### src/include/pcg_consts.vh
/*
 pcg_consts.vh: register offsets, field positions, reset values and timing counts for the clock control block.
 Assumes an APB slave with 32-bit data and word aligned registers.
*/
`ifndef PCG_CONSTS_VH
`define PCG_CONSTS_VH
`define PCG_OFF_RAW_STATUS 12'h050
`define PCG_OFF_MASK 12'h054
`define PCG_OFF_MASKED 12'h058
`define PCG_OFF_RUN_CFG 12'h060
`define PCG_OFF_RUN_CFG_EXT 12'h070
`define PCG_OFF_RUN_GATE 12'h100
`define PCG_OFF_SLEEP_GATE 12'h110
`define PCG_OFF_DEEP_GATE 12'h120
`define PCG_OFF_DEEP_CLK 12'h144
`define PCG_OFF_DEBUG 12'h200
`define PCG_RST_RUN_CFG 32'h0780_3ad1
`define PCG_RST_RUN_CFG_EXT 32'h0780_2810
`define PCG_RST_GATE 32'h0000_0040
`define PCG_RST_DEEP_CLK 32'h0780_0000
`define PCG_RUN_BYPASS 11
`define PCG_RUN_PLL_POWER_DOWN_BIT_BIT 13
`define PCG_RUN_AUTO_GATE 27
`define PCG_RUN_CRYSTAL_SELECT_FIELD_LO 6
`define PCG_RUN_CRYSTAL_SELECT_FIELD_HI 9
`define PCG_RUN_SYSTEM_DIVIDER_FIELD_LO 23
`define PCG_RUN_SYSTEM_DIVIDER_FIELD_HI 26
`define PCG_RUN_OSC_LO 4
`define PCG_RUN_OSC_HI 5
`define PCG_EXT_USE 31
`define PCG_EXT_SYSTEM_DIVIDER_FIELD_LO 23
`define PCG_EXT_SYSTEM_DIVIDER_FIELD_HI 28
`define PCG_DS_DIV_LO 23
`define PCG_DS_DIV_HI 28
`define PCG_DS_OSC_LO 4
`define PCG_DS_OSC_HI 6
`define PCG_LOCK_BIT 6
`define PCG_RELOCK_COUNT 16'h1200
`endif

### src/rtl/pcg_clock_ctrl.v
/*
 pcg_clock_ctrl.v: PLL relock timing, system clock source selection, run/sleep/deep-sleep clock gating.
 Assumes an APB master on clk, a main oscillator tick from another domain, and core sleep signals on clk.
*/
// What this block does
// [RL1] pll unusable until relock interval elapses
// [RL2] crystal field change starts relock, same value not
// [RL3] pll power-up starts relock
// [RL4] down counter on oscillator ticks, loads 0x1200
// [RL5] pll source blocked until counter expires
// [RL6] enable plus select waits, then switches
// [RL7] lock raw status bit and maskable interrupt
// [RL8] software keeps stable clock before selecting pll
// [RL9] run mode uses run gating registers
// [RL10] sleep stops core and memory clocks
// [RL11] sleep gates by sleep regs when auto
// [RL12] sleep keeps run source and frequency
// [RL13] interrupt wakes; sleep only by code request
// [RL14] software sets deep enable then waits
// [RL15] deep-sleep gates by deep regs when auto
// [RL16] deep-sleep source main or chosen internal
// [RL17] internal choice powers main oscillator down
// [RL18] running pll powered down, divider overridden
// [RL19] wake restores source before reenabling clocks
// [RL20] early peripheral access with debug faults
// [RL21] software delays at wake routine start
// [RL22] debug port off at reset, serial enable
// [RL23] clearing power-down bit enables pll
// [RL24] new change reloads counter, clears lock
`timescale 1ns/10ps
`include "pcg_consts.vh"
module pcg_clock_ctrl #(
	parameter GATE_W = 32,
	parameter WAKE_SETTLE = 8
) (
	input wire clk,
	input wire rst,
	input wire psel,
	input wire penable,
	input wire pwrite,
	input wire [11:0] paddr,
	input wire [31:0] pwdata,
	output reg [31:0] prdata,
	output reg pready,
	output reg pslverr,
	input wire mosc_tick,
	input wire wfi_req,
	input wire deep_sleep_en,
	input wire wake_irq,
	input wire debug_enable_req,
	input wire periph_access,
	output reg pll_power_down,
	output reg pll_lock_irq,
	output reg use_pll,
	output reg [1:0] sys_osc_sel,
	output reg [5:0] sys_div,
	output reg main_osc_off,
	output reg [2:0] int_osc_on,
	output reg core_clk_en,
	output reg [GATE_W-1:0] periph_clk_en,
	output reg debug_enabled,
	output reg hard_fault
);
	localparam ST_RUN = 4'b0001;
	localparam ST_SLEEP = 4'b0010;
	localparam ST_DEEP = 4'b0100;
	localparam ST_WAKE = 4'b1000;

	reg [31:0] run_clock_config;
	reg [31:0] run_clock_config_ext;
	reg [GATE_W-1:0] run_gating_regs;
	reg [GATE_W-1:0] sleep_gating_regs;
	reg [GATE_W-1:0] deepsleep_gating_regs;
	reg [31:0] deepsleep_clock_config;
	reg lock_mask;
	reg pll_lock_raw_status;
	reg [15:0] relock_cnt;
	reg relock_busy;
	reg tick_s1, tick_s2, tick_s3;
	reg [3:0] state;
	reg [3:0] wake_cnt;
	reg saved_use_pll;
	reg [1:0] saved_osc;
	reg [5:0] saved_div;
	reg [31:0] rd;
	wire wr = psel & penable & pwrite;
	wire rd_en = psel & penable & ~pwrite;
	wire ext_on = run_clock_config_ext[`PCG_EXT_USE];
	wire auto_gate = run_clock_config[`PCG_RUN_AUTO_GATE];
	wire tick_edge = tick_s2 & ~tick_s3;
	wire hit_run_cfg = wr & (paddr == `PCG_OFF_RUN_CFG);
	wire hit_ext = wr & (paddr == `PCG_OFF_RUN_CFG_EXT);
	wire pd_now = ext_on ? run_clock_config_ext[`PCG_RUN_PLL_POWER_DOWN_BIT_BIT] : run_clock_config[`PCG_RUN_PLL_POWER_DOWN_BIT_BIT];
	wire bypass_now = ext_on ? run_clock_config_ext[`PCG_RUN_BYPASS] : run_clock_config[`PCG_RUN_BYPASS];
	wire crystal_select_field_change = hit_run_cfg &
		(pwdata[`PCG_RUN_CRYSTAL_SELECT_FIELD_HI:`PCG_RUN_CRYSTAL_SELECT_FIELD_LO] != run_clock_config[`PCG_RUN_CRYSTAL_SELECT_FIELD_HI:`PCG_RUN_CRYSTAL_SELECT_FIELD_LO]); // see [RL2]
	wire pd_clear = (hit_run_cfg & ~ext_on & run_clock_config[`PCG_RUN_PLL_POWER_DOWN_BIT_BIT] & ~pwdata[`PCG_RUN_PLL_POWER_DOWN_BIT_BIT]) |
		(hit_ext & run_clock_config_ext[`PCG_RUN_PLL_POWER_DOWN_BIT_BIT] & ~pwdata[`PCG_RUN_PLL_POWER_DOWN_BIT_BIT]); // see [RL3] [RL23]
	// a pll powered down for deep sleep comes back up on wake, so it has to relock before use
	wire relock_start = crystal_select_field_change | pd_clear | ((state == ST_DEEP) & wake_irq & saved_use_pll); // see [RL3]
	wire ds_internal = deepsleep_clock_config[`PCG_DS_OSC_HI:`PCG_DS_OSC_LO] != 3'b000;

	// pick the active divider width: extended field reaches /64, base field /16
	function [5:0] active_div;
		input ext;
		input [31:0] base;
		input [31:0] extr;
		begin
			if (ext)
				active_div = extr[`PCG_EXT_SYSTEM_DIVIDER_FIELD_HI:`PCG_EXT_SYSTEM_DIVIDER_FIELD_LO];
			else
				active_div = {2'b00, base[`PCG_RUN_SYSTEM_DIVIDER_FIELD_HI:`PCG_RUN_SYSTEM_DIVIDER_FIELD_LO]};
		end
	endfunction

	// oscillator tick crosses from the main oscillator domain
	always @(posedge clk) begin
		if (rst) begin
			tick_s1 <= 1'b0;
			tick_s2 <= 1'b0;
			tick_s3 <= 1'b0;
		end else begin
			tick_s1 <= mosc_tick;
			tick_s2 <= tick_s1;
			tick_s3 <= tick_s2;
		end
	end

	always @(posedge clk) begin
		if (rst) begin
			run_clock_config <= `PCG_RST_RUN_CFG;
			run_clock_config_ext <= `PCG_RST_RUN_CFG_EXT;
			run_gating_regs <= `PCG_RST_GATE;
			sleep_gating_regs <= `PCG_RST_GATE;
			deepsleep_gating_regs <= `PCG_RST_GATE;
			deepsleep_clock_config <= `PCG_RST_DEEP_CLK;
			lock_mask <= 1'b0;
		end else if (wr) begin
			if (paddr == `PCG_OFF_RUN_CFG)
				run_clock_config <= pwdata;
			else if (paddr == `PCG_OFF_RUN_CFG_EXT)
				run_clock_config_ext <= pwdata;
			else if (paddr == `PCG_OFF_RUN_GATE)
				run_gating_regs <= pwdata[GATE_W-1:0];
			else if (paddr == `PCG_OFF_SLEEP_GATE)
				sleep_gating_regs <= pwdata[GATE_W-1:0];
			else if (paddr == `PCG_OFF_DEEP_GATE)
				deepsleep_gating_regs <= pwdata[GATE_W-1:0];
			else if (paddr == `PCG_OFF_DEEP_CLK)
				deepsleep_clock_config <= pwdata;
			else if (paddr == `PCG_OFF_MASK)
				lock_mask <= pwdata[`PCG_LOCK_BIT];
		end
	end

	// relock counter; a restart mid-count reloads and drops lock
	always @(posedge clk) begin
		if (rst) begin
			relock_cnt <= 16'h0000;
			relock_busy <= 1'b0;
			pll_lock_raw_status <= 1'b0;
		end else if (relock_start) begin
			relock_cnt <= `PCG_RELOCK_COUNT; // see [RL4] [RL24]
			relock_busy <= 1'b1;
			pll_lock_raw_status <= 1'b0; // see [RL1] [RL24]
		end else if (relock_busy & tick_edge) begin
			if (relock_cnt == 16'h0001) begin
				relock_busy <= 1'b0;
				pll_lock_raw_status <= 1'b1; // see [RL7]
			end
			relock_cnt <= relock_cnt - 16'h0001; // see [RL4]
		end else if (pd_now) begin
			pll_lock_raw_status <= 1'b0;
		end
	end

	// clearing the masked status via write-one is the only clear; a new lock event wins
	reg lock_seen;
	wire lock_rise = relock_busy & tick_edge & (relock_cnt == 16'h0001);
	always @(posedge clk) begin
		if (rst)
			lock_seen <= 1'b0;
		else if (lock_rise)
			lock_seen <= 1'b1;
		else if (wr & (paddr == `PCG_OFF_MASKED) & pwdata[`PCG_LOCK_BIT])
			lock_seen <= 1'b0;
	end

	always @* begin
		rd = 32'h0000_0000;
		if (paddr == `PCG_OFF_RAW_STATUS)
			rd[`PCG_LOCK_BIT] = pll_lock_raw_status; // see [RL7]
		else if (paddr == `PCG_OFF_MASK)
			rd[`PCG_LOCK_BIT] = lock_mask;
		else if (paddr == `PCG_OFF_MASKED)
			rd[`PCG_LOCK_BIT] = lock_seen & lock_mask;
		else if (paddr == `PCG_OFF_RUN_CFG)
			rd = run_clock_config;
		else if (paddr == `PCG_OFF_RUN_CFG_EXT)
			rd = run_clock_config_ext;
		else if (paddr == `PCG_OFF_RUN_GATE)
			rd[GATE_W-1:0] = run_gating_regs;
		else if (paddr == `PCG_OFF_SLEEP_GATE)
			rd[GATE_W-1:0] = sleep_gating_regs;
		else if (paddr == `PCG_OFF_DEEP_GATE)
			rd[GATE_W-1:0] = deepsleep_gating_regs;
		else if (paddr == `PCG_OFF_DEEP_CLK)
			rd = deepsleep_clock_config;
		else if (paddr == `PCG_OFF_DEBUG)
			rd[0] = debug_enabled;
	end

	wire known_addr = (paddr == `PCG_OFF_RAW_STATUS) | (paddr == `PCG_OFF_MASK) | (paddr == `PCG_OFF_MASKED) |
		(paddr == `PCG_OFF_RUN_CFG) | (paddr == `PCG_OFF_RUN_CFG_EXT) | (paddr == `PCG_OFF_RUN_GATE) |
		(paddr == `PCG_OFF_SLEEP_GATE) | (paddr == `PCG_OFF_DEEP_GATE) | (paddr == `PCG_OFF_DEEP_CLK) |
		(paddr == `PCG_OFF_DEBUG);

	// zero wait state slave: pready is registered high during the access phase
	always @(posedge clk) begin
		if (rst) begin
			pready <= 1'b0;
			pslverr <= 1'b0;
			prdata <= 32'h0000_0000;
		end else begin
			pready <= psel & ~penable;
			pslverr <= psel & ~penable & ~known_addr;
			prdata <= (psel & ~penable & ~pwrite) ? rd : 32'h0000_0000;
		end
	end

	// power mode sequencer
	always @(posedge clk) begin
		if (rst) begin
			state <= ST_RUN;
			wake_cnt <= 4'h0;
			saved_use_pll <= 1'b0;
			saved_osc <= 2'b00;
			saved_div <= 6'h00;
		end else begin
			case (state)
				ST_RUN: begin
					if (wfi_req & deep_sleep_en) begin
						state <= ST_DEEP; // see [RL13]
						saved_use_pll <= use_pll;
						saved_osc <= sys_osc_sel;
						saved_div <= sys_div;
					end else if (wfi_req)
						state <= ST_SLEEP; // see [RL10] [RL13]
				end
				ST_SLEEP: begin
					if (wake_irq)
						state <= ST_RUN; // see [RL13]
				end
				ST_DEEP: begin
					if (wake_irq) begin
						state <= ST_WAKE; // see [RL19]
						wake_cnt <= WAKE_SETTLE[3:0];
					end
				end
				ST_WAKE: begin
					if (wake_cnt == 4'h0)
						state <= ST_RUN;
					else
						wake_cnt <= wake_cnt - 4'h1;
				end
				default: state <= ST_RUN;
			endcase
		end
	end

	// clock outputs, all registered
	always @(posedge clk) begin
		if (rst) begin
			use_pll <= 1'b0;
			sys_osc_sel <= 2'b00;
			sys_div <= 6'h0f;
			pll_power_down <= 1'b1;
			main_osc_off <= 1'b0;
			int_osc_on <= 3'b000;
			core_clk_en <= 1'b1;
			periph_clk_en <= `PCG_RST_GATE;
			pll_lock_irq <= 1'b0;
		end else begin
			pll_lock_irq <= lock_seen & lock_mask; // see [RL7]
			if (state == ST_DEEP) begin
				core_clk_en <= 1'b0;
				periph_clk_en <= auto_gate ? deepsleep_gating_regs : run_gating_regs; // see [RL15]
				use_pll <= 1'b0;
				sys_osc_sel <= 2'b00; // see [RL16]
				main_osc_off <= ds_internal; // see [RL17]
				int_osc_on <= deepsleep_clock_config[`PCG_DS_OSC_HI:`PCG_DS_OSC_LO]; // see [RL17]
				if (saved_use_pll) begin
					pll_power_down <= 1'b1; // see [RL18]
					sys_div <= ext_on ? deepsleep_clock_config[`PCG_DS_DIV_HI:`PCG_DS_DIV_LO] :
						{2'b00, deepsleep_clock_config[`PCG_DS_DIV_LO+3:`PCG_DS_DIV_LO]}; // see [RL18]
				end
			end else if (state == ST_WAKE) begin
				// source and divider first, core only after settling; peripherals keep their deep-sleep gating until then
				use_pll <= saved_use_pll & pll_lock_raw_status; // see [RL19] [RL5]
				sys_osc_sel <= saved_osc;
				sys_div <= saved_div; // see [RL19]
				main_osc_off <= 1'b0;
				int_osc_on <= 3'b000;
				pll_power_down <= pd_now;
				core_clk_en <= 1'b0;
			end else begin
				pll_power_down <= pd_now; // see [RL23]
				main_osc_off <= 1'b0;
				int_osc_on <= 3'b000;
				sys_osc_sel <= ext_on ? run_clock_config_ext[`PCG_RUN_OSC_HI:`PCG_RUN_OSC_LO] :
					run_clock_config[`PCG_RUN_OSC_HI:`PCG_RUN_OSC_LO]; // see [RL12]
				sys_div <= active_div(ext_on, run_clock_config, run_clock_config_ext);
				// the pll is only taken once locked; held on oscillator meanwhile
				use_pll <= ~bypass_now & ~pd_now & pll_lock_raw_status & ~relock_busy; // see [RL1] [RL5] [RL6] [RL9]
				if (state == ST_SLEEP) begin
					core_clk_en <= 1'b0; // see [RL10]
					periph_clk_en <= auto_gate ? sleep_gating_regs : run_gating_regs; // see [RL11]
				end else begin
					core_clk_en <= 1'b1;
					periph_clk_en <= run_gating_regs; // see [RL9]
				end
			end
		end
	end

	// debug port: off after reset, only the serial debug side enables it
	always @(posedge clk) begin
		if (rst) begin
			debug_enabled <= 1'b0;
			hard_fault <= 1'b0;
		end else begin
			if (debug_enable_req)
				debug_enabled <= 1'b1; // see [RL22]
			hard_fault <= debug_enabled & periph_access & (state == ST_WAKE); // see [RL20]
		end
	end
endmodule // pcg_clock_ctrl

### config.mk
export PLATFORM = sky130hd
export DESIGN_NAME = pcg_clock_ctrl
export DESIGN_NICKNAME = d
export VERILOG_FILES = /design/src/rtl/pcg_clock_ctrl.v
export VERILOG_INCLUDE_DIRS = /design/src /design/src/include
export SDC_FILE = /design/constraint.sdc
export NUM_CORES = 1
export LEC_CHECK = 0
export ABC_CLOCK_PERIOD_IN_PS = 2800
export BUFFER_PORTS_ARGS = -buffer_cell sky130_fd_sc_hd__buf_2
export CORE_MARGIN = 2
export CORE_UTILIZATION = 34
export DETAILED_ROUTE_END_ITERATION = 12
export PLACE_DENSITY = 0.51
export SETUP_SLACK_MARGIN = 0.5
export SKIP_CTS_REPAIR_TIMING = 1
export SYNTH_ARGS = -nofsm -noshare
export SYNTH_HDL_FRONTEND = slang
export SYNTH_SLANG_ARGS = --single-unit
### constraint.sdc
create_clock -name clk -period 2.8 [get_ports clk]
set_input_delay 0.14 -clock clk [delete_from_list [all_inputs] [get_ports clk]]
set_output_delay 0.14 -clock clk [all_outputs]
set_load 0.02 [all_outputs]
## Word level (Yosys, flattened, before mapping)

Cells that the tools add are included.
Widths: inputs -> output; s select.

| word-level totals | value |
|---|---|
| memory bits (read-only) | 0 |
| register bits | 316 |
| RAM bits | 0 |
| logic and storage cells | 191 |
| memories | 0 |
| bits of input ports | 55 |
| bits in latches | 0 |
| output and inout bits | 84 |

| cells by class | value |
|---|---|
| $mul | 0 |
| mux-type cells | 49 |
| magnitude comparators | 0 |
| reduce and logical (&&, ||, !) cells | 24 |
| equal/unequal tests | 24 |
| $add $sub $neg | 2 |
| shift-type cells | 0 |
| bitwise logic cells | 57 |
| divide/modulo/power cells | 0 |

Operators by type and width:

| kind | number |
|---|---|
| $mux 32 | 10 |
| $eq 12x7->1 const B | 5 |
| $eq 12x9->1 const B | 4 |
| $mux 31 | 1 |
| $mux 6 | 5 |
| $and 1x1->1 | 28 |
| $mux 13 | 2 |
| $mux 4 | 6 |
| $mux 1 | 21 |
| $not 1->1 | 17 |
| $eq 16x1->1 const B | 1 |
| $pmux 4 s4 | 1 |
| $sub 16x1->16 const B | 1 |
| $eq 12x10->1 const B | 1 |
| $ne 2x2->1 const B | 6 |
| $or 1x1->1 | 12 |
| $reduce_bool 2->1 | 5 |
| $pmux 4 s2 | 1 |
| $reduce_and 2->1 | 4 |
| $reduce_and 4->1 | 2 |
| $reduce_and 8->1 | 1 |
| $reduce_or 2->1 | 4 |
| $reduce_and 7->1 | 1 |
| $reduce_and 3->1 | 2 |
| 14 further kinds | 15 |

## Logic depth before layout (Yosys ltp)

Gate-level depths: netlist of run 1.

| depth | value |
|---|---|
| depth in word-level cells | 12 |
| mapped depth | 8 |
| mapped depth without buffers | 7 |

## Least setup slack after synthesis of run 1

OpenSTA, ideal clock, no wires.

| timing | value |
|---|---|
| kind | reg2reg |
| start point | reg state[1] |
| end point | reg wake_cnt[3] |
| buffers on the path | 2 |
| arrival time | 1.757 ns |
| cell stages (with the launch flop) | 8 |
| required time | 2.685 ns |
| slack | 0.928 ns |
| clock period less this slack | 1.872 ns |
| library setup time | 0.115 ns |
| cell sequence | dfxtp_1 > clkbuf_1 > or4b_1 > clkbuf_1 > a2bb2oi_1 > nor4_1 > xor2_1 > o21a_1 |

| between the ends | value |
|---|---|
| word-level cells in the longest chain between the ends | 3 |
| elaborated cells between the ends (all ways) | 7 |
| classes of those cells | 4 x eq/ne; 1 x mux; 2 x reduce/logical |

RTL lines:

| element | line | source |
|---|---|---|
| start, declared | pcg_clock_ctrl.v:80 | `reg [3:0] state;` |
| start signal, assigned | pcg_clock_ctrl.v:234 | `state <= ST_RUN;` |
| start signal, assigned | pcg_clock_ctrl.v:243 | `state <= ST_DEEP;` |
| start signal, assigned | pcg_clock_ctrl.v:248 | `state <= ST_SLEEP;` |
| $eq 4x4->1 / $eq 4x3->1 (equally long branches) | pcg_clock_ctrl.v:240 | `case (state)` |
| $ne 2x2->1 (no source line) / $reduce_bool 2->1 (equally long branches) | - |  |
| $reduce_and 3->1 (no source line) | - |  |
| end signal, assigned | pcg_clock_ctrl.v:257 | `wake_cnt <= WAKE_SETTLE[3:0];` |
| end signal, assigned | pcg_clock_ctrl.v:264 | `wake_cnt <= wake_cnt - 4'h1;` |
| end, declared | pcg_clock_ctrl.v:81 | `reg [3:0] wake_cnt;` |

Parallel ways exist; a longest one is shown, timed or not.
A chain may end at the register's enable or synchronous reset.

## Final worst setup path of run 1

| timing | value |
|---|---|
| start point | in penable |
| end point | reg deepsleep_gating_regs[2] |

| between the ends | value |
|---|---|
| word-level cells in the longest chain between the ends | 3 |

RTL lines:

| element | line | source |
|---|---|---|
| start, declared | pcg_clock_ctrl.v:39 | `input wire penable,` |
| $and 1x1->1 | - |  |
| $and 1x1->1 | pcg_clock_ctrl.v:86 | `wire wr = psel & penable & pwrite;` |
| $reduce_and 6->1 (no source line) | - |  |
| end signal, assigned | pcg_clock_ctrl.v:135 | `` deepsleep_gating_regs <= `PCG_RST_GATE; `` |
| end signal, assigned | pcg_clock_ctrl.v:148 | `deepsleep_gating_regs <= pwdata[GATE_W-1:0];` |
| end, declared | pcg_clock_ctrl.v:73 | `reg [GATE_W-1:0] deepsleep_gating_regs;` |

Every way passes these cells.

==> metrics list, run 1 <==
* Result of the run: finished, violations left
- The checks that failed: hold timing.
- At the worst endpoint, the arrival time is 2.60 ns.
- Summed over all nets, wire length on met3 after detailed routing comes to 2260 µm.
- Area of all placed cells without fillers: 0.0163 mm²
* Standard-cell rows: 72
* Filler cell count: 3944
- Summed over all instances, the cell type with the most area after synthesis is sky130_fd_sc_hd__dfxtp_1.
* Power density relative to cell area: 595 mW/mm²
* TritonCTS clock tree: built
- R2R setup slack: 0.74 ns
* Crit start category: input port
- The clock drives 316 sinks.
* Worst hold-check path type: in -> reg
- Maximum number of pins on one net before global-route repair: 179
* Synthesized netlist net count: 1733
- After synthesis, the largest family of logic cells by area is compound AO/OA/AOI/OAI gates.
- Cell types occupying the most area after synthesis: sky130_fd_sc_hd__dfxtp_1 47%, sky130_fd_sc_hd__nand2_1 13%, sky130_fd_sc_hd__a21oi_1 11%, sky130_fd_sc_hd__clkbuf_1 2.8%, sky130_fd_sc_hd__o211ai_1 2.4%
- Via count of the first global-routing pass: 12100
* Half-perimeter wire length after placement: 31100 µm
- After technology mapping, the gate count stands at 1675.
- Initial detailed-routing violation count: 1004
- In this run the remaining antenna-violating nets after routing total 0.
* Total setup violations reported at the end of the flow: 0
- The detailed router used layers up to and including met4.
- Synthesized area per cell: 7.96 µm²
- Post-Route WL: 47400 µm
- Number of placed I/O pins: 139
* Worst setup path category: in -> reg
- Proportion of netlist area held by the largest area contributor: 47.4%
* Static Leak: 5.78 nW
- Once the floorplan was initialized, standard cells occupied 34.5% of the core.
* Number of warnings reported in the yosys synthesis log: 0
- Gpl congestion: 0.839
- Sequential cell area fraction in the yosys report: 47.4%
- Area share of and/or/nand/nor cells after synthesis: 21.9%
- H-tree depth: 2
- The first TritonRoute pass finished after 5 iterations.
- Count of pins over their slew limit: 0
- The synthesized design contains 316 register bits.
- Setup repair after global routing left no endpoint under its margin.
- Post-Synth XOR/XNOR Area: 1.38%
- For this run, the top clock speed supported by timing is 454 MHz.
- Number of antenna violations at the first check in global routing: 0
* Multiplexer share of the synthesized area: 0.929%
- The region available for standard cell placement spans 0.0386 mm².
* Share of layout cells above drive strength 1: 15.0%
- Non-filler instance count after layout: 2356
* Worst setup skew after layout: 0.0105 ns
- Proportion of register bits with asynchronous set or reset after synthesis: 0%
* Leading cell types by count after synthesis: 448 x sky130_fd_sc_hd__nand2_1, 316 x sky130_fd_sc_hd__dfxtp_1, 285 x sky130_fd_sc_hd__a21oi_1
- Count of maximum capacitance violations: 0
- Setup slack after layout: 0.598 ns
- Metal2 WL: 22300 µm
* Post-Synth Adder-Cell Area: 0.282%
* Root buf cell: sky130_fd_sc_hd__clkbuf_16
- The netlist uses 64 different library cells.
- After detailed routing, the number of vias per cell comes to 5.31.
- For this run, the leading register cell type out of synthesis is sky130_fd_sc_hd__dfxtp_1.
- The die is 202 µm wide.
- Total congestion overflow: 0
- The synthesized netlist devotes 22.9% of its cell area to compound gates.
- In this run, placement finished with an instance count of 2258.
- Met1 Wirelength: 21800 µm
* Area of the die: 0.0408 mm²
- Routed length per placed instance: 20.1 µm
- The number of hold violations in the final report is 3.
- In this run the tightest slew margin relative to its limit is 38.2%.
- Area after DPL: 0.0147 mm²
* First-pass GRT wire length: 72800 µm
- Relative to the synthesized area, the layout overhead comes to 22.2%.
* Setup tns final: 0 ns
- Clk Latency, worst-skew pair: 0.52 ns
* Die H: 202 µm
* Most repeated cell in the gate-level netlist after synthesis: sky130_fd_sc_hd__nand2_1
* Number of synthesized flops with an enable pin: 0
- Post-route clock period utilization: 78.6%
- Worst EP required: 3.20 ns
- Final-stage net count: 1876
* CTS clk-pin slew, worst paths: 0.05 ns
* Buffers from clock root to sink, at most: 3
- Post-route minimum period: 2.20 ns
- Along the worst path, the maximum fanout reaches 20.
- Slew at the pin closest to its max-slew limit: 0.927 ns
- STA classifies the critical path endpoint as a flop.
- IR analysis of the VDD net gives a maximum drop of 0.000362 V.
* Final-layout worst hold slack: -0.0150 ns
* Final design utilization: 42.2%
- Port buffering added 138 buffers.
- Detailed-route via count: 12500
- Global routing consumed, over all layers together, 22.8% of the routing resources.
- The number of clock buffers added by TritonCTS is 37.
- Cell Area, Synth: 0.0133 mm²
- For this run, design rule violations remaining after detail routing come to 0.
- Pre-CTS setup slack: 0.505 ns
-- worst paths after layout --
check	start	to	cells past startpoint
setup / recovery	penable	deepsleep_gating_regs[2]	9
hold / removal	wake_irq	state[3]	3
setup reg to reg	state[1]	periph_clk_en[27]	6
hold reg to reg	periph_clk_en[1]	periph_clk_en[1]	2
-- flip-flops by register name, summed over array words and instances, names as in the netlist, 2 cells and up --
name	count
run_clock_config	32
sys_osc_sel	2
periph_clk_en	32
sleep_gating_regs	32
run_gating_regs	32
deepsleep_gating_regs	32
prdata	32
run_clock_config_ext	32
deepsleep_clock_config	32
wake_cnt	4
sys_div	6
relock_cnt	16
int_osc_on	3
state	4
saved_div	6
saved_osc	2
-- report_power, final --
group          total, mW  switching, mW  internal, mW
logic              0.420          0.278         0.141
clock network       4.75           1.84          2.91
registers           4.52         0.0129          4.51
-- through the flow --
step / hold slack, ns / total power, mW
floorplan: 0.225 / 4.80
global placement: 0.351 / 5.00
detailed placement: 0.362 / 5.00
CTS: -0.173 / 9.76
global route: 0.00947 / 10.0
finish: -0.0150 / 9.70
-- critical path, cell delays in order --
cell,delay (ns)
sky130_fd_sc_hd__dlygate4sd3_1,0.53
sky130_fd_sc_hd__buf_2,0.13
sky130_fd_sc_hd__nand3_1,0.17
sky130_fd_sc_hd__buf_4,0.25
sky130_fd_sc_hd__or3_1,0.38
sky130_fd_sc_hd__buf_4,0.26
sky130_fd_sc_hd__nand2_1,0.10
sky130_fd_sc_hd__a21oi_1,0.06
sky130_fd_sc_hd__dlygate4sd3_1,0.57
-- cell usage in the layout (no fill, tap or decap), drive strengths merged, types with 5 or more instances in the layout --
master         n
nor4          15
and3           9
and2           6
o211ai        42
a211oi         7
o21ai         19
nand2        448
a2bb2oi       26
o32ai         25
clkbuf        52
nand2b        13
inv           33
xnor2         18
nand3         42
dlygate4sd3   39
nor2          69
nor3          19
nor2b         12
mux2i          9
a21oi        285
or4            5
a22oi         30
buf          203
dfxtp        316
o22a          32
-- cell type report --
class	instances	area (µm²)	area share, %
multi-input cells	1187	6380	39.1
flip-flops and latches	316	6330	38.8
repair buffers	242	1650	10.1
clock buffers	52	1030	6.33
well taps	518	648	3.98
clock inverters	6	133	0.814
inverters	34	128	0.783
diodes	1	2.50	0.0154
-- per-layer routing --
metal,global-route usage (%),up-vias
li1,-,6076
met1,31.0,6031
met2,38.0,332
met3,2.81,74
met4,6.57,0
met5,0,-
-- cell families (layout without fill, tap and decap cells) --
| kind of cell | count (synthesis) | in the layout |
|---|---|---|
| compound gates | 489 | 489 |
| xor+xnor | 21 | 21 |
| other cells | 0 | 1 |
| fa+ha+maj | 3 | 3 |
| simple gates | 662 | 662 |
| mux | 12 | 12 |
| buf+inv | 172 | 334 |
| flops | 316 | 316 |
(Power assumes the default switching activity.)
==> run 2, diff against run 1 <==
ABC_CLOCK_PERIOD_IN_PS = 2000   (was 2800)
PLACE_DENSITY = 0.53   (was 0.51)
clock period = 2 ns   (was 2.8 ns; I/O delays follow)
==> run 2 against run 1 <==
Against the previous run:
- the run still ends with hold timing left
- clock skew is 0.0062 ns higher
- final area is 11% higher
- combinational power is 67% higher
- flip-flop and latch count stayed put
- total power is 45% higher
- clock power is 48% higher
- critical path type is now reg -> reg
- largest cell class unchanged
- highest routed layer unchanged
==> metrics list, run 2 (synthesized netlist as in run 1, its figures left out) <==
- Most common cell after layout, fill and taps aside: sky130_fd_sc_hd__nand2_1
- The number of global-route vias before repair was 12200.
* Area of the die: 0.0408 mm²
* Worst-path fanout max: 15
- TritonCTS Buffers: 37
- The final layout contains 1958 nets.
- Of the available clock period, the critical path in the final layout requires 92.9%.
- The first global-routing pass estimated 74100 µm of wire.
- Count of buffers from port buffering: 138
* Final-layout worst hold slack: -0.114 ns
- Buffers from clock root to sink, at most: 3
* Crit-path slowest cell: sky130_fd_sc_hd__dfxtp_4
- Clk Latency, worst-skew pair: 0.55 ns
* Half-perimeter wire length after placement: 31700 µm
* Crit start category: flop
- Antenna violation net count after detailed routing: 0
- Across the VDD grid, the largest voltage drop is 0.000543 V.
- For this run, the slowest stage of the critical path takes 0.35 ns.
- Area of all placed cells without fillers: 0.0180 mm²
- Max Clk Rate: 538 MHz
* Sum of buffers and inverters on the critical path: 5
- Static Leak: 6.56 nW
* Number of remaining DRC errors: 0
- Power density relative to cell area: 781 mW/mm²
* Total congestion overflow: 0
* Violations in the final reports: hold timing
- Setup tns final: 0 ns
* Critical path arrival: 2.27 ns
* Worst hold-check path type: in -> reg
- Core area: 0.0386 mm²
- Broken down by cell family, the worst path's largest delay share belongs to buffers and inverters.
- Post-Route WL: 50700 µm
- In the layout the commonest cells are 438 x sky130_fd_sc_hd__nand2_1, 308 x sky130_fd_sc_hd__dfxtp_1, 276 x sky130_fd_sc_hd__a21oi_1, 137 x sky130_fd_sc_hd__buf_2, 91 x sky130_fd_sc_hd__buf_4.
* Result of the run: finished, violations left
- Met1 Usage GRT: 31.8%
- All-Layer GR Usage: 23.3%
- In this run the cell area measured after placement is 0.0155 mm².
- CTS clk-pin slew, worst paths: 0.06 ns
- Setup violations remaining at the end of the flow were counted as 0.
- The number of hold violations in the final report was 14.
* Global routing's busiest layer: met2
- Once the floorplan was initialized, standard cells occupied 34.5% of the core.
- Detailed routing inserted a total of 13200 vias.
- Number of antenna violations at the first check in global routing: 0
* Vias per cell: 5.42
* Post-route minimum period: 1.86 ns
- Count of inserted antenna diode cells: 0
- Root buf cell: sky130_fd_sc_hd__clkbuf_16
- Count of maximum capacitance violations: 0
- Met3 GRT Util: 3.68%
- Endpoint kind of the worst setup timing path: flop
- Area growth syn-to-layout: 35.1%
- Slew at the pin closest to its max-slew limit: 1.08 ns
- Worst setup path category: reg -> reg
- H-tree depth: 2
- Cells along the critical path: buf_6, nor4b_4, buf_4, buf_6, buf_12, and2_4, a221o_1, buf_12, a21oi_1
- Count of pins over their slew limit: 0
* Slew HR: 28.1%
* Pre-Repair DR Iteration Count: 5
- RSZ-0062 raised after global routing: yes
* Worst EP required: 2.41 ns
- In this run the count of I/O pins placed on the die edge is 139.
* Gpl congestion: 0.898
* CTS sink count: 316
* Standard-cell rows: 72
- In the global route stage, met2 resource usage came out at 37.6%.
* Worst setup skew after layout: 0.0167 ns
- Die H: 202 µm
- TritonCTS built the clock tree.
- Share of layout cells above drive strength 1: 22.9%
* Die width: 202 µm
* Initial detailed-routing violation count: 1106
* Routed length per placed instance: 20.7 µm
* Maximum number of pins on one net before global-route repair: 119
run 2: cell count changes in the layout (fill, tap and decap cells not counted), moves of 6 or more:
cell and delta:
sky130_fd_sc_hd__buf_12 +30, sky130_fd_sc_hd__clkbuf_16 +7, sky130_fd_sc_hd__buf_4 +32, sky130_fd_sc_hd__buf_6 +12
sky130_fd_sc_hd__dfxtp_1 -8, sky130_fd_sc_hd__a21oi_2 +8, sky130_fd_sc_hd__a21oi_1 -9, sky130_fd_sc_hd__nand2_2 +6
sky130_fd_sc_hd__nand2_1 -10, sky130_fd_sc_hd__o21ai_0 -7
run 2: power by group:
part | internal, mW | switching (mW)
Combinational | 0.262 | 0.440
Clock | 4.30 | 2.74
Sequential | 6.31 | 0.0160
run 2: cell type report:
| class | instances | area, µm² |
|---|---|---|
| clock inverter | 14 | 181 |
| sequential | 316 | 6350 |
| tap | 518 | 648 |
| fill | 3698 | 20600 |
| timing repair buffer | 324 | 2780 |
| multi-input combinational | 1187 | 6850 |
| clock buffer | 51 | 1080 |
| inverter | 34 | 128 |
run 2: metrics by stage:
step / worst slack, ns / utilization, % / power [mW] / std cells
6_report: 0.142 / 46.6 / 14.1 / 2444
5_1_grt: 0.0582 / 46.6 / 14.6 / 2444
4_1_cts: 0.00959 / 43.2 / 14.1 / 2369
3_5_place_dp: -0.0894 / 40.0 / 7.04 / 2304
3_3_place_gp: -0.128 / 40.0 / 7.04 / 2304
2_1_floorplan: 0.150 / - / 6.75 / 1675
run 2: worst paths after layout:
kind	from	to	slack [ns]	depth (start not counted)
max	state[3]	relock_cnt[3]	0.14	9
min	rst	wake_cnt[1]	-0.11	2
max reg2reg	state[3]	relock_cnt[3]	0.14	9
min reg2reg	periph_clk_en[23]	periph_clk_en[23]	0.45	2
run 2: layer usage:
| metal | routed length [µm] | vias up |
|---|---|---|
| met2 | 23700 | 497 |
| met4 | 1380 | 0 |
| met3 | 3230 | 95 |
| li1 | - | 6253 |
| met1 | 22400 | 6399 |
| met5 | 0 | - |
run 2: worst reg2reg max path, stage by stage (launching register included):
cell	delay (ns)
sky130_fd_sc_hd__dfxtp_4	0.35
sky130_fd_sc_hd__buf_6	0.12
sky130_fd_sc_hd__nor4b_4	0.33
sky130_fd_sc_hd__buf_4	0.18
sky130_fd_sc_hd__buf_6	0.09
sky130_fd_sc_hd__buf_12	0.10
sky130_fd_sc_hd__and2_4	0.16
sky130_fd_sc_hd__a221o_1	0.19
sky130_fd_sc_hd__buf_12	0.15
sky130_fd_sc_hd__a21oi_1	0.05
==> run 3, diff against run 2 <==
CORE_UTILIZATION = 53   (was 34)
PLACE_DENSITY = 0.76   (was 0.53)
==> run 3 against run 2 <==
Against the previous run:
- fmax fell by 0.19%
- the flow still finishes with violations (hold timing)
- clock power fell by 14%
- first-iteration DRC count rose by 45%
- global-route usage rose by 9.1 points
- total power fell by 7.2%
- worst setup slack got worse by 0.0035 ns
- count of clock-buffer cells in the layout fell by 2
- highest routed layer unchanged
- flip-flop and latch count did not move
- sequential power barely moved
- via count rose by 3.5%
==> metrics list, run 3 (synthesized netlist as in run 1, its figures left out) <==
* Effective utilization at floorplan: 53.4%
- In the routed design, unresolved DRC markers number 0.
* Worst EP required: 2.36 ns
- The die covers 0.0264 mm².
- Slew HR: 40.0%
- Worst r2r src: run_clock_config[27]
* Worst-path fanout max: 8
* Result of the run: finished, violations left
- Violations in the final reports: hold timing
- Most common cell after layout, fill and taps aside: sky130_fd_sc_hd__nand2_1
- Between clock sinks in the finished design, the worst skew comes to 0.0252 ns.
- The first global-routing pass estimated 67500 µm of wire.
- Clk Latency, worst-skew pair: 0.52 ns
- Static timing analysis puts the maximum clock frequency at 537 MHz.
- Root buf cell: sky130_fd_sc_hd__clkbuf_16
- Vias per cell: 6.15
* TritonCTS clock tree: built
- Maximum number of pins on one net before global-route repair: 155
- Clock tree synthesis found a total of 316 sinks.
* Worst setup path category: reg -> reg
- During I/O placement, the number of pins put on the boundary was 139.
- Slew at the pin closest to its max-slew limit: 0.900 ns
* Detailed-route via count: 13700
* Initial detailed-routing violation count: 1608
- Clock tree synthesis inserted a total of 34 buffers.
- Setup violations remaining at the end of the flow were counted as 0.
- Dividing the detail-routed wire length by the instance count gives 21.2 µm.
- The largest single stage delay on the critical path is 0.63 ns.
- Endpoint kind of the worst setup timing path: flop
- Once layout is complete, the utilization of the core stands at 69.4%.
* Commonest non-fill, non-tap cells in the layout: 437 x sky130_fd_sc_hd__nand2_1, 305 x sky130_fd_sc_hd__dfxtp_1, 272 x sky130_fd_sc_hd__a21oi_1, 137 x sky130_fd_sc_hd__buf_2, 88 x sky130_fd_sc_hd__buf_4
- The completed layout was analyzed and its total power is 13.1 mW.
- Standard-cell rows: 58
- Routability-driven placement finished with a final weighted congestion of 0.953.
* Share of layout cells above drive strength 1: 23.1%
- Global routing used 32.4% of the available tracks across all layers.
* Antenna violation net count after detailed routing: 0
- Path depth of the worst reg2reg path: 6
- The number of global-route vias before repair came to 12500.
- Across the VDD grid, the largest voltage drop is 0.000744 V.
* Crit-path slowest cell: sky130_fd_sc_hd__or4_4
* Filler cell count: 1963
- CP Launch Point: run_clock_config[27]
- Area growth syn-to-layout: 30.0%
- Critical path arrival: 2.22 ns
* Core area: 0.0250 mm²
- The first detailed-routing pass ran for 6 iterations.
- The worst hold path belongs to the class in -> reg.
- Buffers from clock root to sink, at most: 3
- The worst path in the final design needs a cycle of 1.86 ns, including I/O delays and setup.
* Final-stage net count: 1937
- Final-layout worst hold slack: -0.110 ns
* Setup tns final: 0 ns
- Crit start category: flop
- Post-route clock period utilization: 93.1%
- In this run the static leakage power is 6.31 nW.
- Hold violation count in the final report: 15
- The number of antenna violations at the first check in global routing came to 0.
- 0 antenna diodes ended up in the layout.
- Clock-pin slew was measured on the worst setup and hold paths at 0.06 ns.
- For this block, the routed nets add up to 47400 µm of wire.
- Including well taps, the total number of placed cells is 2098.
* Count of pins over their slew limit: 0
- Cell depth of the worst min-delay path: 2
- Die H: 163 µm
- Count of maximum capacitance violations: 0
- Setup repair after global routing could not meet its margin everywhere.
- The HPWL after detailed placement is 27900 µm.
* Count of buffers from port buffering: 138
* Non-filler instance count after layout: 2230
* Cells along the critical path: nand2_2, or4_4, clkbuf_16, o22a_1, o211ai_1, a21oi_1
* Die width: 163 µm
- In this run the power density over the cells is 753 mW/mm².
- The H-tree generated during clock tree synthesis spans 2 levels.
- After global routing the overflow that remains totals 0.
- The worst hold path begins at rst.
run 3: final timing paths:
check                       to  slack [ns]
max reg2reg  periph_clk_en[29]        0.14
max          periph_clk_en[29]        0.14
min                wake_cnt[1]       -0.11
min reg2reg            tick_s2        0.44
run 3: where the power goes:
part           internal, mW  total, mW  switching [mW]  leakage, nW
clock network          3.49       6.04            2.54        0.524
registers              6.31       6.32          0.0158         2.55
logic                 0.261      0.699           0.438         3.23
run 3: layout make-up:
class	instances	area (µm²)	area share, %
multi-input cells	1187	6880	39.7
flip-flops and latches	316	6350	36.6
repair buffers	306	2500	14.5
clock buffers	49	1010	5.82
well taps	330	413	2.38
inverters	34	128	0.736
clock inverters	8	46.3	0.267
run 3: metal layers:
layer  vias to the layer above  routed length [µm]  track usage, %
met2                       849               22500            54.5
met3                       172                4810            6.04
met5                         -                   0               0
met1                      6478               18000            40.9
met4                         0                2050            13.4
li1                       6212                   -               -
run 3: stage by stage:
stage	hold WS, ns	instance area, µm²	worst slack [ns]
2_1_floorplan	0.185	13700	0.150
3_3_place_gp	0.302	15000	0.0753
3_5_place_dp	0.313	15000	-0.0108
4_1_cts	-0.207	16100	0.0345
5_1_grt	-0.108	17300	0.0407
6_report	-0.110	17300	0.139
run 3: critical path, delay by kind of cell (launching register included):
family | cells | cell delay, ns
compound gates | 3 | 0.42
buf+inv | 1 | 0.23
flops | 1 | 0.37
simple gates | 2 | 0.68
